### config.mk
export PLATFORM = sky130hd
export DESIGN_NAME = scan_check
export DESIGN_NICKNAME = d
export VERILOG_FILES = /design/src/design/scan_check.v
export VERILOG_INCLUDE_DIRS = /design/src /design/src/design
export SDC_FILE = /design/constraint.sdc
export NUM_CORES = 2
export LEC_CHECK = 0
export BUFFER_PORTS_ARGS = -buffer_cell sky130_fd_sc_hd__buf_2
export CORE_MARGIN = 3
export CORE_UTILIZATION = 45
export CTS_CLUSTER_SIZE = 28
export DETAILED_ROUTE_END_ITERATION = 12
export PLACE_DENSITY = 0.64
export SLEW_MARGIN = 20
export SYNTH_ARGS = -nofsm -noshare
export SYNTH_HDL_FRONTEND = slang
export SYNTH_SLANG_ARGS = --single-unit
### constraint.sdc
create_clock -name sys_clk -period 18.9 [get_ports sys_clk]
set_clock_uncertainty 0.2 [all_clocks]
set_input_delay 0.945 -clock sys_clk [delete_from_list [all_inputs] [get_ports sys_clk]]
set_output_delay 0.945 -clock sys_clk [all_outputs]
set_load 0.01 [all_outputs]
### src/design/scan_check_defs.vh
// Constants for the four channel analog scan and check block
`ifndef SCAN_CHECK_DEFS_VH
`define SCAN_CHECK_DEFS_VH

// Clock and timing
`define CLK_FREQ_MHZ      20
`define SLOT_TIME_US      1000
`define SLOT_CYCLES_CALC  (`SLOT_TIME_US * `CLK_FREQ_MHZ)
`define NORMAL_PERIOD_MS  5
`define SLOT_TIME_MS      1
`define NORMAL_SLOTS      (`NORMAL_PERIOD_MS / `SLOT_TIME_MS)
`define SETTLE_TIME_US    50
`define SETTLE_CYCLES     (`SETTLE_TIME_US * `CLK_FREQ_MHZ)

// Range codes
`define RANGE_BIP_10V     3'h0
`define RANGE_UNI_10V     3'h1
`define RANGE_UNI_5V      3'h2
`define RANGE_LIVE_ZERO   3'h3
`define RANGE_BIP_5V      3'h4
`define RANGE_BIP_20MA    3'h5

// Amplifier gain select bit positions
`define GAIN_CURRENT_BIT  0
`define GAIN_SPAN5_BIT    1
`define GAIN_BIPOLAR_BIT  2

// Raw scaling: nominal full scale is 2^22 counts
`define FS_SHIFT          22
`define LIVE_ZERO_RAW     25'sd838861
`define STD_MULT          16'sd10000
`define LZ_MULT           16'sd12500
`define DIV_10000_MULT    15'sd6711
`define DIV_10000_SHIFT   26
`define GAIN_FRAC_BITS    14

// Standardized thresholds
`define NOM_MAX           (19'sd10000)
`define NOM_MIN_BIP       (-19'sd10000)
`define NOM_MIN_UNI       (19'sd0)
`define UNI_OVF_HI        (19'sd11000)
`define UNI_UNF_LO        (-19'sd1000)
`define LZ_OVF_HI         (19'sd10800)
`define LZ_UNF_LO         (-19'sd800)
`define BIP_OVF_HI        (19'sd11000)
`define BIP_UNF_LO        (-19'sd11000)
`define OPEN_WIRE_STD     (-19'sd4000)
`define STD_CLAMP_HI      (19'sd32767)
`define STD_CLAMP_LO      (-19'sd32768)

// Converter saturation codes seen as chain faults
`define ADC_SAT_POS       24'h7fffff
`define ADC_SAT_NEG       24'h800000

// Filter
`define FILT_MAX_LEVEL    3'h6

// Module status word bit positions
`define STAT_CHAIN_BIT    0
`define STAT_WDOG_BIT     1
`define STAT_CHERR_BIT    2
`define STAT_FAST_BIT     3

`endif

### src/design/scan_check.v
// Four channel analog scan sequencer with correction, filter, scale, checks
//
// Function
// - Each channel picks one of six ranges; processing follows that range.
// - Channels are acquired one at a time by stepping the mux select.
// - Amplifier gain is set from the channel range before conversion.
// - Each sample is a 24-bit word from the sigma-delta converter.
// - Raw samples get recalibration, alignment and self-calibration terms.
// - Corrected values pass a digital filter set per channel.
// - Filtered values are scaled to the per-channel output format.
// - Host supplies configuration; block returns values and status word.
// - Chain test, overflow test and watchdog faults are reported.
// - Normal cycle scans all channels in a constant 5 ms period.
// - Fast cycle scans in-use channels; period 1 ms plus 1 ms each.
// - Scan runs free of host cycle; host takes latest values.
// - Upper and lower tolerance flags are always evaluated.
// - With control on, flag overflow above and underflow below thresholds.
// - Live-zero ranges report an input error when the wire is open.
// - First-order filter, levels 0 to 6, 0 is off, changeable live.
// - Standard format: bipolar -10000..10000, unipolar 0..10000.
`timescale 1ns/1ps
`include "scan_check_defs.vh"

module scan_check #(
  parameter NUM_CH      = 4,
  parameter SLOT_CYCLES = `SLOT_CYCLES_CALC
) (
  // Clock and reset
  input  wire                   sys_clk,
  input  wire                   reset_n,
  // Module configuration
  input  wire                   fast_mode,
  input  wire [23:0]            self_cal_offset,
  input  wire [15:0]            self_cal_gain,
  // Channel configuration, channel n in slice n
  input  wire [3*NUM_CH-1:0]    chan_range,
  input  wire [NUM_CH-1:0]      chan_in_use,
  input  wire [NUM_CH-1:0]      chan_ovf_enable,
  input  wire [3*NUM_CH-1:0]    chan_filter_level,
  input  wire [NUM_CH-1:0]      chan_user_format,
  input  wire [16*NUM_CH-1:0]   chan_user_lo,
  input  wire [16*NUM_CH-1:0]   chan_user_hi,
  input  wire [16*NUM_CH-1:0]   chan_recal_offset,
  input  wire [16*NUM_CH-1:0]   chan_align_offset,
  // Front end and converter
  output reg  [1:0]             mux_sel,
  output reg  [2:0]             amp_gain_sel,
  output reg                    adc_start,
  input  wire [23:0]            adc_data,
  input  wire                   adc_valid,
  // Results to host
  output reg  [16*NUM_CH-1:0]   chan_value,
  output reg  [NUM_CH-1:0]      tol_high,
  output reg  [NUM_CH-1:0]      tol_low,
  output reg  [NUM_CH-1:0]      overflow,
  output reg  [NUM_CH-1:0]      underflow,
  output reg  [NUM_CH-1:0]      wire_error,
  output reg  [7:0]             module_status,
  output reg                    cycle_done
);

  localparam ST_IDLE   = 3'h0;
  localparam ST_SETTLE = 3'h1;
  localparam ST_WAIT   = 3'h2;
  localparam ST_CORR   = 3'h3;
  localparam ST_FILT   = 3'h4;
  localparam ST_SCALE  = 3'h5;
  localparam ST_CHECK  = 3'h6;

  // Channel code meaning no channel left in this cycle
  localparam [2:0] CH_NONE = NUM_CH[2:0];

  // Per-channel configuration views
  wire [2:0]         rng_w   [0:NUM_CH-1];
  wire [2:0]         flt_w   [0:NUM_CH-1];
  wire signed [15:0] ulo_w   [0:NUM_CH-1];
  wire signed [15:0] uhi_w   [0:NUM_CH-1];
  wire signed [15:0] recal_w [0:NUM_CH-1];
  wire signed [15:0] align_w [0:NUM_CH-1];
  genvar g;
  generate
    for (g = 0; g < NUM_CH; g = g + 1) begin : cfg
      assign rng_w[g]   = chan_range[3*g +: 3];
      assign flt_w[g]   = chan_filter_level[3*g +: 3];
      assign ulo_w[g]   = chan_user_lo[16*g +: 16];
      assign uhi_w[g]   = chan_user_hi[16*g +: 16];
      assign recal_w[g] = chan_recal_offset[16*g +: 16];
      assign align_w[g] = chan_align_offset[16*g +: 16];
    end
  endgenerate

  reg [31:0]        slot_cnt_reg;
  reg               house_reg;
  reg [1:0]         ch_reg;
  reg [2:0]         state_reg;
  reg [15:0]        settle_reg;
  reg signed [23:0] raw_reg;
  reg signed [23:0] corr_reg;
  reg signed [23:0] filt_mem [0:NUM_CH-1];
  reg [NUM_CH-1:0]  filt_init_reg;
  reg signed [18:0] std_reg;
  reg               chain_fault_reg;
  reg               wdog_fault_reg;

  wire slot_tick = (slot_cnt_reg == SLOT_CYCLES - 1);

  // Next channel to scan at or above index from, or NUM_CH when none remain
  function [2:0] next_ch;
    input [2:0]        from;
    input              fast;
    input [NUM_CH-1:0] use_mask;
    integer i;
    begin
      next_ch = CH_NONE;
      for (i = NUM_CH - 1; i >= 0; i = i - 1) begin
        if (i >= from && (!fast || use_mask[i]))
          next_ch = i[2:0];
      end
    end
  endfunction

  wire [2:0] first_ch = next_ch(3'h0, fast_mode, chan_in_use);
  wire [2:0] after_ch = next_ch({1'b0, ch_reg} + 3'h1, fast_mode,
                                chan_in_use);
  wire [2:0] go_ch    = house_reg ? first_ch : after_ch;

  wire [2:0] cur_rng  = rng_w[ch_reg];
  wire       cur_bip  = (cur_rng == `RANGE_BIP_10V) ||
                        (cur_rng == `RANGE_BIP_5V) ||
                        (cur_rng == `RANGE_BIP_20MA);
  wire       cur_lz   = (cur_rng == `RANGE_LIVE_ZERO);
  wire [2:0] go_rng   = rng_w[go_ch[1:0]];

  // Correction datapath
  wire signed [24:0] cal_sum  = {raw_reg[23], raw_reg} +
                                {self_cal_offset[23], self_cal_offset};
  wire signed [41:0] cal_prod = cal_sum * $signed({1'b0, self_cal_gain});
  wire signed [27:0] cor_wide = cal_prod[41:14] +
                                {{12{recal_w[ch_reg][15]}}, recal_w[ch_reg]} +
                                {{12{align_w[ch_reg][15]}}, align_w[ch_reg]};
  wire signed [23:0] cor_sat  =
    (cor_wide > 28'sh07fffff) ? 24'sh7fffff :
    (cor_wide < -28'sh0800000) ? -24'sh800000 : cor_wide[23:0];

  // Filter datapath, alpha = 1 - 2^-(level+1)
  wire [2:0]         lvl      = (flt_w[ch_reg] > `FILT_MAX_LEVEL) ?
                                `FILT_MAX_LEVEL : flt_w[ch_reg];
  wire signed [23:0] filt_old = filt_mem[ch_reg];
  wire signed [24:0] filt_dif = {corr_reg[23], corr_reg} -
                                {filt_old[23], filt_old};
  wire signed [24:0] filt_stp = filt_dif >>> (lvl + 3'h1);
  wire signed [24:0] filt_sum = {filt_old[23], filt_old} + filt_stp;
  wire signed [23:0] filt_new =
    (lvl == 3'h0 || !filt_init_reg[ch_reg]) ? corr_reg : filt_sum[23:0];

  // Standardized scaling
  wire signed [24:0] sc_dif   = {filt_old[23], filt_old} -
                                (cur_lz ? `LIVE_ZERO_RAW : 25'sd0);
  wire signed [40:0] sc_prod  = sc_dif * (cur_lz ? `LZ_MULT : `STD_MULT);
  wire signed [18:0] sc_std   = sc_prod[40:22];

  // User scaling, lo + std * (hi - lo) / 10000
  wire signed [16:0] u_span   = {uhi_w[ch_reg][15], uhi_w[ch_reg]} -
                                {ulo_w[ch_reg][15], ulo_w[ch_reg]};
  wire signed [35:0] u_prod1  = std_reg * u_span;
  wire signed [50:0] u_prod2  = u_prod1 * `DIV_10000_MULT;
  wire signed [24:0] u_off    = u_prod2[50:26];
  wire signed [24:0] u_sum    = u_off + {{9{ulo_w[ch_reg][15]}},
                                         ulo_w[ch_reg]};
  wire signed [18:0] std_clp  =
    (std_reg > `STD_CLAMP_HI) ? `STD_CLAMP_HI :
    (std_reg < `STD_CLAMP_LO) ? `STD_CLAMP_LO : std_reg;
  wire signed [15:0] usr_clp  =
    (u_sum > 25'sd32767) ? 16'sh7fff :
    (u_sum < -25'sd32768) ? 16'sh8000 : u_sum[15:0];

  // Thresholds for the current range
  wire signed [18:0] nom_min  = cur_bip ? `NOM_MIN_BIP : `NOM_MIN_UNI;
  wire signed [18:0] ovf_hi   = cur_bip ? `BIP_OVF_HI :
                                cur_lz  ? `LZ_OVF_HI : `UNI_OVF_HI;
  wire signed [18:0] unf_lo   = cur_bip ? `BIP_UNF_LO :
                                cur_lz  ? `LZ_UNF_LO : `UNI_UNF_LO;

  integer k;

  always @(posedge sys_clk) begin
    if (!reset_n) begin
      slot_cnt_reg    <= 32'h0;
      house_reg       <= 1'b1;
      ch_reg          <= 2'h0;
      state_reg       <= ST_IDLE;
      settle_reg      <= 16'h0;
      raw_reg         <= 24'h0;
      corr_reg        <= 24'h0;
      std_reg         <= 19'h0;
      filt_init_reg   <= {NUM_CH{1'b0}};
      chain_fault_reg <= 1'b0;
      wdog_fault_reg  <= 1'b0;
      mux_sel         <= 2'h0;
      amp_gain_sel    <= 3'h0;
      adc_start       <= 1'b0;
      chan_value      <= {16*NUM_CH{1'b0}};
      tol_high        <= {NUM_CH{1'b0}};
      tol_low         <= {NUM_CH{1'b0}};
      overflow        <= {NUM_CH{1'b0}};
      underflow       <= {NUM_CH{1'b0}};
      wire_error      <= {NUM_CH{1'b0}};
      module_status   <= 8'h0;
      cycle_done      <= 1'b0;
      for (k = 0; k < NUM_CH; k = k + 1)
        filt_mem[k] <= 24'h0;
    end else begin
      adc_start  <= 1'b0;
      cycle_done <= 1'b0;
      slot_cnt_reg <= slot_tick ? 32'h0 : slot_cnt_reg + 32'h1;
      if (slot_tick) begin
        // Sample unfinished at slot end: converter did not answer
        if (state_reg != ST_IDLE && !house_reg)
          wdog_fault_reg <= 1'b1;
        state_reg <= ST_IDLE;
        if (go_ch == CH_NONE) begin
          // Housekeeping slot opens every cycle; normal mode always 5 slots
          if (!house_reg)
            cycle_done <= 1'b1;
          house_reg <= 1'b1;
        end else begin
          house_reg    <= 1'b0;
          ch_reg       <= go_ch[1:0];
          mux_sel      <= go_ch[1:0];
          amp_gain_sel <= {(go_rng == `RANGE_BIP_10V) ||
                           (go_rng == `RANGE_BIP_5V) ||
                           (go_rng == `RANGE_BIP_20MA),
                           (go_rng != `RANGE_BIP_10V) &&
                           (go_rng != `RANGE_UNI_10V),
                           (go_rng == `RANGE_BIP_20MA)};
          settle_reg   <= 16'h0;
          state_reg    <= ST_SETTLE;
        end
      end else begin
        case (state_reg)
          ST_SETTLE: begin
            settle_reg <= settle_reg + 16'h1;
            if (settle_reg == `SETTLE_CYCLES - 1) begin
              adc_start <= 1'b1;
              state_reg <= ST_WAIT;
            end
          end
          ST_WAIT: begin
            if (adc_valid) begin
              raw_reg   <= adc_data;
              chain_fault_reg <= (adc_data == `ADC_SAT_POS) ||
                                 (adc_data == `ADC_SAT_NEG);
              wdog_fault_reg  <= 1'b0;
              state_reg <= ST_CORR;
            end
          end
          ST_CORR: begin
            corr_reg  <= cor_sat;
            state_reg <= ST_FILT;
          end
          ST_FILT: begin
            filt_mem[ch_reg]      <= filt_new;
            filt_init_reg[ch_reg] <= 1'b1;
            state_reg <= ST_SCALE;
          end
          ST_SCALE: begin
            std_reg   <= sc_std;
            state_reg <= ST_CHECK;
          end
          ST_CHECK: begin
            chan_value[16*ch_reg +: 16] <= chan_user_format[ch_reg] ?
                                           usr_clp : std_clp[15:0];
            tol_high[ch_reg]  <= (std_reg > `NOM_MAX);
            tol_low[ch_reg]   <= (std_reg < nom_min);
            overflow[ch_reg]  <= chan_ovf_enable[ch_reg] &&
                                 (std_reg > ovf_hi);
            underflow[ch_reg] <= chan_ovf_enable[ch_reg] &&
                                 (std_reg < unf_lo);
            wire_error[ch_reg] <= cur_lz &&
                                  (std_reg <= `OPEN_WIRE_STD);
            state_reg <= ST_IDLE;
          end
          default: state_reg <= ST_IDLE;
        endcase
      end
      module_status <= {4'h0, fast_mode,
                        |(overflow | underflow | wire_error),
                        wdog_fault_reg, chain_fault_reg};
    end
  end

endmodule

# --- Word level (Yosys, flattened, before mapping) ---
# Memories as Yosys holds them, arrays and structs flattened. A register that Yosys moved wholly into a read port is not among the register bits.
# Cells that the tools add are included.
word_totals:
  word_cells: 223
  mem_bits_rw: 96
  n_memories: 1
  ff_bits: 223
op_classes:
  n_lt_le_gt_ge: 20
  reduce_logical: 45
  n_mul: 4
  add_sub_neg: 13
  n_mux: 85
  shift: 3
  n_bitwise: 9
  eq_ne: 21
mem_list:
  columns: ["name", "depth", "word_bits", "rd", "rd_clocked_by_memory_dff", "wr", "line", "rtl"]
  rows:
  - ["filt_mem", 4, 24, 1, 1, 4, "scan_check.v:99", "reg signed [23:0] filt_mem [0:NUM_CH-1];"]
op_table:
  columns: ["cell", "count"]
  rows:
  - ["$mux 16", 16]
  - ["$bmux 16 s2", 4]
  - ["$mux 24", 4]
  - ["$bwmux 64", 1]
  - ["$shift 16x34->64 const A", 1]
  - ["$shiftx 16x34->64", 1]
  - ["$mux 3", 19]
  - ["$add 28x28->28", 2]
  - ["$mul 35x14->49 const B", 1]
  - ["$mul 25x17->42", 1]
  - ["$mul 25x15->40", 1]
  - ["$mul 18x17->35", 1]
  - ["$neg 6->34", 1]
  - ["$add 32x1->32 const B", 1]
  - ["$eq 32x15->1 const B", 1]
  - ["$gt 28x24->1 const B", 1]
  - ["$lt 28x24->1 const B", 1]
  - ["$add 24x24->25", 1]
  - ["$gt 25x16->1 const B", 1]
  - ["$lt 25x16->1 const B", 1]
  - ["$sshr 25x3->24", 1]
  - ["$sub 24x21->25", 1]
  - ["$sub 24x24->25", 1]
  - ["$add 23x16->24", 1]
  - ["55 further kinds", 136]

# --- Longest topological paths before layout ---
logic_depth:
  word_depth: 15
  depth_mapped: 80

# --- Least setup slack after synthesis ---
# Ideal clock, no wire load.
synth_path:
  path_type: "register -> register"
  start: "register ch_reg[0]"
  end: "register chan_value[11]"
  setup_time_ns: 0.136
  n_path_buf: 9
  arrival_ns: 17.692
  path_slack_ns: 0.872
  path_stages_with_launch: 70
  cell_sequence: "dfxtp_1 buf_2 buf_1 clkbuf_1 buf_1 mux4_2 inv_1 ha_1 inv_1 fa_1 a21o_1 a21oi_1 o21ai_0 a21oi_1 nor2b_1 o21a_1 o31ai_1 a21oi_1 (+34 left out) or3_1 nor3_1 nor2_1 a21o_1 a211oi_1 nor2_1 ha_1 clkbuf_1 or3_1 nand2_1 a211oi_1 o211ai_1 o21ai_0 or3_4 o41ai_4 nand2b_1 buf_4 o221ai_1"
synth_via:
  elab_chain_cells: 14
  word_cells_on_any_way: 22
  cone_classes: "add/sub: 3; mul: 2; order compare: 2; shift: 2; mux: 12; bitwise: 1"
synth_rtl:
  columns: ["element", "line", "rtl"]
  rows:
  - ["start: declaration", "scan_check.v:94", "reg [1:0] ch_reg;"]
  - ["start signal: assignment", "scan_check.v:228", "ch_reg <= go_ch[1:0];"]
  - ["$not 2->3 (not written as such)", null, null]
  - ["$bmux 16 s2 (on tied branches)", null, null]
  - ["$mux 16 (on tied branches) (2 in a row)", null, null]
  - ["$sub 16x16->17", "scan_check.v:163", "wire signed [16:0] u_span = {uhi_w[ch_reg][15], uhi_w[ch_reg]} -"]
  - ["$mul 18x17->35", "scan_check.v:165", "wire signed [35:0] u_prod1 = std_reg * u_span;"]
  - ["$mul 35x14->49 (no source line)", null, null]
  - ["$add 23x16->24", "scan_check.v:168", "wire signed [24:0] u_sum = u_off + {{9{ulo_w[ch_reg][15]}},"]
  - ["$lt 25x16->1", "scan_check.v:175", "(u_sum < -25'sd32768) ? 16'sh8000 : u_sum[15:0];"]
  - ["$mux 16", "scan_check.v:175", null]
  - ["$mux 16", "scan_check.v:174", "(u_sum > 25'sd32767) ? 16'sh7fff :"]
  - ["$mux 16", "scan_check.v:271", "chan_value[16*ch_reg +: 16] <= chan_user_format[ch_reg] ?"]
  - ["$shiftx 16x34->64", "scan_check.v:271", null]
  - ["$bwmux 64 (*)", "scan_check.v:271", null]
  - ["end signal: assignment", "scan_check.v:202", "chan_value <= {16*NUM_CH{1'b0}};"]
  - ["end signal: indexed assignment", "scan_check.v:271", null]
  - ["end: declaration", "scan_check.v:52", "output reg [16*NUM_CH-1:0] chan_value,"]
# Every way passes the cells marked *; elsewhere a longest branch is shown, timed or not. The select of a mux whose other input is x is not followed.
# A chain may end at the register's enable or synchronous reset.

# --- Final worst setup path ---
layout_path:
  start: "register ch_reg[0]"
  end: "register chan_value[23]"
# The elaborated chain is that of the path after synthesis.

==> results.md <==
- Count of final setup violators: 0
- Fin cells: 9715
- TritonCTS clock tree: yes
- CP max stage delay: ~680 ps
- Primary FF master, synth: dfxtp_1
- Max Root-Sink Buffers: 3
- Clock latency on the worst-skew pair: about 600 ps
- Synth area leaders: fa_1, ha_1, inv_1
- Outcome: finished, final reports clean
- Max cap viols: 0
- Startpoint class of the critical path: flip-flop
- Post-synth cell types: 93
- Util after Layout: 49.6%
- CTS buffer count: 38
- Top post-synthesis cells by count: inv_1, fa_1, nand2_1
- Initial Utilization: 45.4%
- Largest register FFs: 96
- Seq/Total Area, Yosys: 11.0%
- Most common cell in the netlist: inv_1
- Synth warnings: 0
- CTS Hold Bufs: 0
- Post-synth EDFFs: 96
- Die W: 390 µm
- Crit path DAT: about 18000 ps
- Post-Synth Adder-Cell Area: 46.3%
- Synthesized instance count: 7393
- HP Class: reg -> reg
- Cell mode on critical path: fa_1
- Gp weighted congestion: 0.931
- Worst slew margin: 20.9%
- Clock transition at the registers of the reported paths: 60 ps
- Worst setup EP type: flip-flop
- Syn-to-layout area delta: 9.27%
- Hold_ws: 254 ps
- Final WL: 201000 µm
- Vias/cell: 5.45
- IO buf count: 454
- Rows: 140
- Core area: 0.146 mm²
- Nets: about 9.9k
- Detail Placement HPWL: around 170000 µm
- Fill cells: 13.9k
- Num Clock Sinks: 317
- Register area: 0.00732 mm²
- Via count: 52.9k
- Share of the synthesized area in the top cell type: between 30% and 40%
- Post-synth top area cell: fa_1
- Fraction of layout cells with a size suffix above 1: 10.9%
- WL per Instance: 20.7 µm
- Initial antenna violation count: 17
- DR DRC count: 0
- WS Path Type: reg -> reg
- Final TNS setup: 0 ps
- Level count of the clock H-tree: 2
- Die height: 390 µm
- Synthesized area: 0.0663 mm²
- Compound-cell area share of the yosys netlist: 9.72%
- Worst Path Max Fanout: 13
- F_max: around 0.055 GHz
- Number of global-route vias before repair: approximately 56k
- Period utilisation layout: about 96%
- Post-Synth XOR/XNOR Area: 4.14%
- Initial detailed-routing violation count: 3417
- CP Data Required Time: 19160 ps
- Main combinational cell family by area after synthesis: adder cells
- Final Hold Vio Count: 0
- Asr flop ratio synth: 0%
- Synth Area in Simple Gates: ~14%
- GRT overflow: 0
- Minimum clock period: 18080 ps
- Worst slew pin tran: between 1000 and 1500 ps
- First-pass GRT wire length: 317000 µm
- Mux cell area share after synthesis: 4.14%
- Multi-input logic area: between 0.05 and 0.06 mm²
- Root Buffer: clkbuf_16
- Cell count after placement: between 9k and 10k
- Slowest stage cell, crit path: mux4_2
- #FFs+latches synth: 317
- Avg Cell Area, Syn: 8.97 µm²
- TritonRoute pass-1 iters: 5
- Overall routing resource usage: 26.6%
- Die footprint: 0.152 mm²
- Io pins: roughly 460
- Post-DRT Antenna Nets: 0
- Largest net degree at the start of global routing: 47
- Max Slew Vio Count: 0
-- worst max-delay path: cells and delay by family, from the launching register on --
family / cells / cell delay, ps
compound gates: 26 / 5650
xor+xnor: 2 / 370
fa+ha+maj: 16 / 6730
buf+inv: 13 / 1580
flops: 1 / 370
mux: 1 / 680
simple gates: 10 / 2330
-- repair_timing --
item | 4_1_cts | 5_1_grt
setup buffers | 0 | 4
hold endpoints to repair | 0 | 0
endpoints found under the setup margin | 0 | 64
resized for setup | 0 | 18
-- cells in the final DEF, fill, tap and decap left out, drive strengths merged, types with 127 or more instances in the layout --
cell type / synthesis / layout
fa: 1071 / 1071
ha: 742 / 742
xnor2: 197 / 197
buf: 41 / 585
nor2: 367 / 367
and2: 303 / 303
a21oi: 292 / 292
dfxtp: 221 / 221
nand2: 809 / 809
a21o: 127 / 127
inv: 1532 / 1535
o21ai: 193 / 193
-- area by class of cell --
type / count / area share, %
Multi-Input combinational cell: 5287 / 72.4
Sequential cell: 317 / 10.1
Inverter: 1533 / 7.94
Timing Repair Buffer: 585 / 4.53
Tap cell: 1917 / 3.31
Clock buffer: 46 / 1.40
Clock inverter: 20 / 0.299
Antenna cell: 10 / 0.0345
-- per-layer routing --
metal,wire length (µm),vias up,GRT usage (%)
met2,96400,1921,45.6
met5,28,-,0
met4,8890,6,10.2
met1,81100,26300,34.0
li1,-,24400,-
met3,14300,379,3.96
-- worst paths after layout --
check                                start                          end  slack, ps  cells after the start
setup / recovery    ch_reg[0]$_SDFFE_PN0P_  chan_value[23]$_SDFFE_PN0P_        820                     68
hold / removal    tol_high[3]$_SDFFE_PN0P_     tol_high[3]$_SDFFE_PN0P_        250                      2
hold reg to reg   tol_high[3]$_SDFFE_PN0P_     tol_high[3]$_SDFFE_PN0P_        250                      2
setup reg to reg    ch_reg[0]$_SDFFE_PN0P_  chan_value[23]$_SDFFE_PN0P_        820                     68
-- cells by family after synthesis --
kind of cell               after synthesis
and+or+nand+nor                       2021
adders and majority gates             1813
buffers and inverters                 1792
AOI/OAI and AO/OA                      987
DFF                                    317
xor gates and xnor gates               313
muxes                                  149
other                                    1
-- metrics by stage --
stage / area [µm²] / setup slack, ps
finish: 72500 / 823
global route: 72500 / -15.7
CTS: 72300 / 198
detailed placement: 71100 / -72.6
global placement: 71100 / 166
floorplan: 66400 / 872
Power is left out: the tool's default activity adds up to more than one toggle a clock period on the data nets, which glitch-free logic cannot reach.
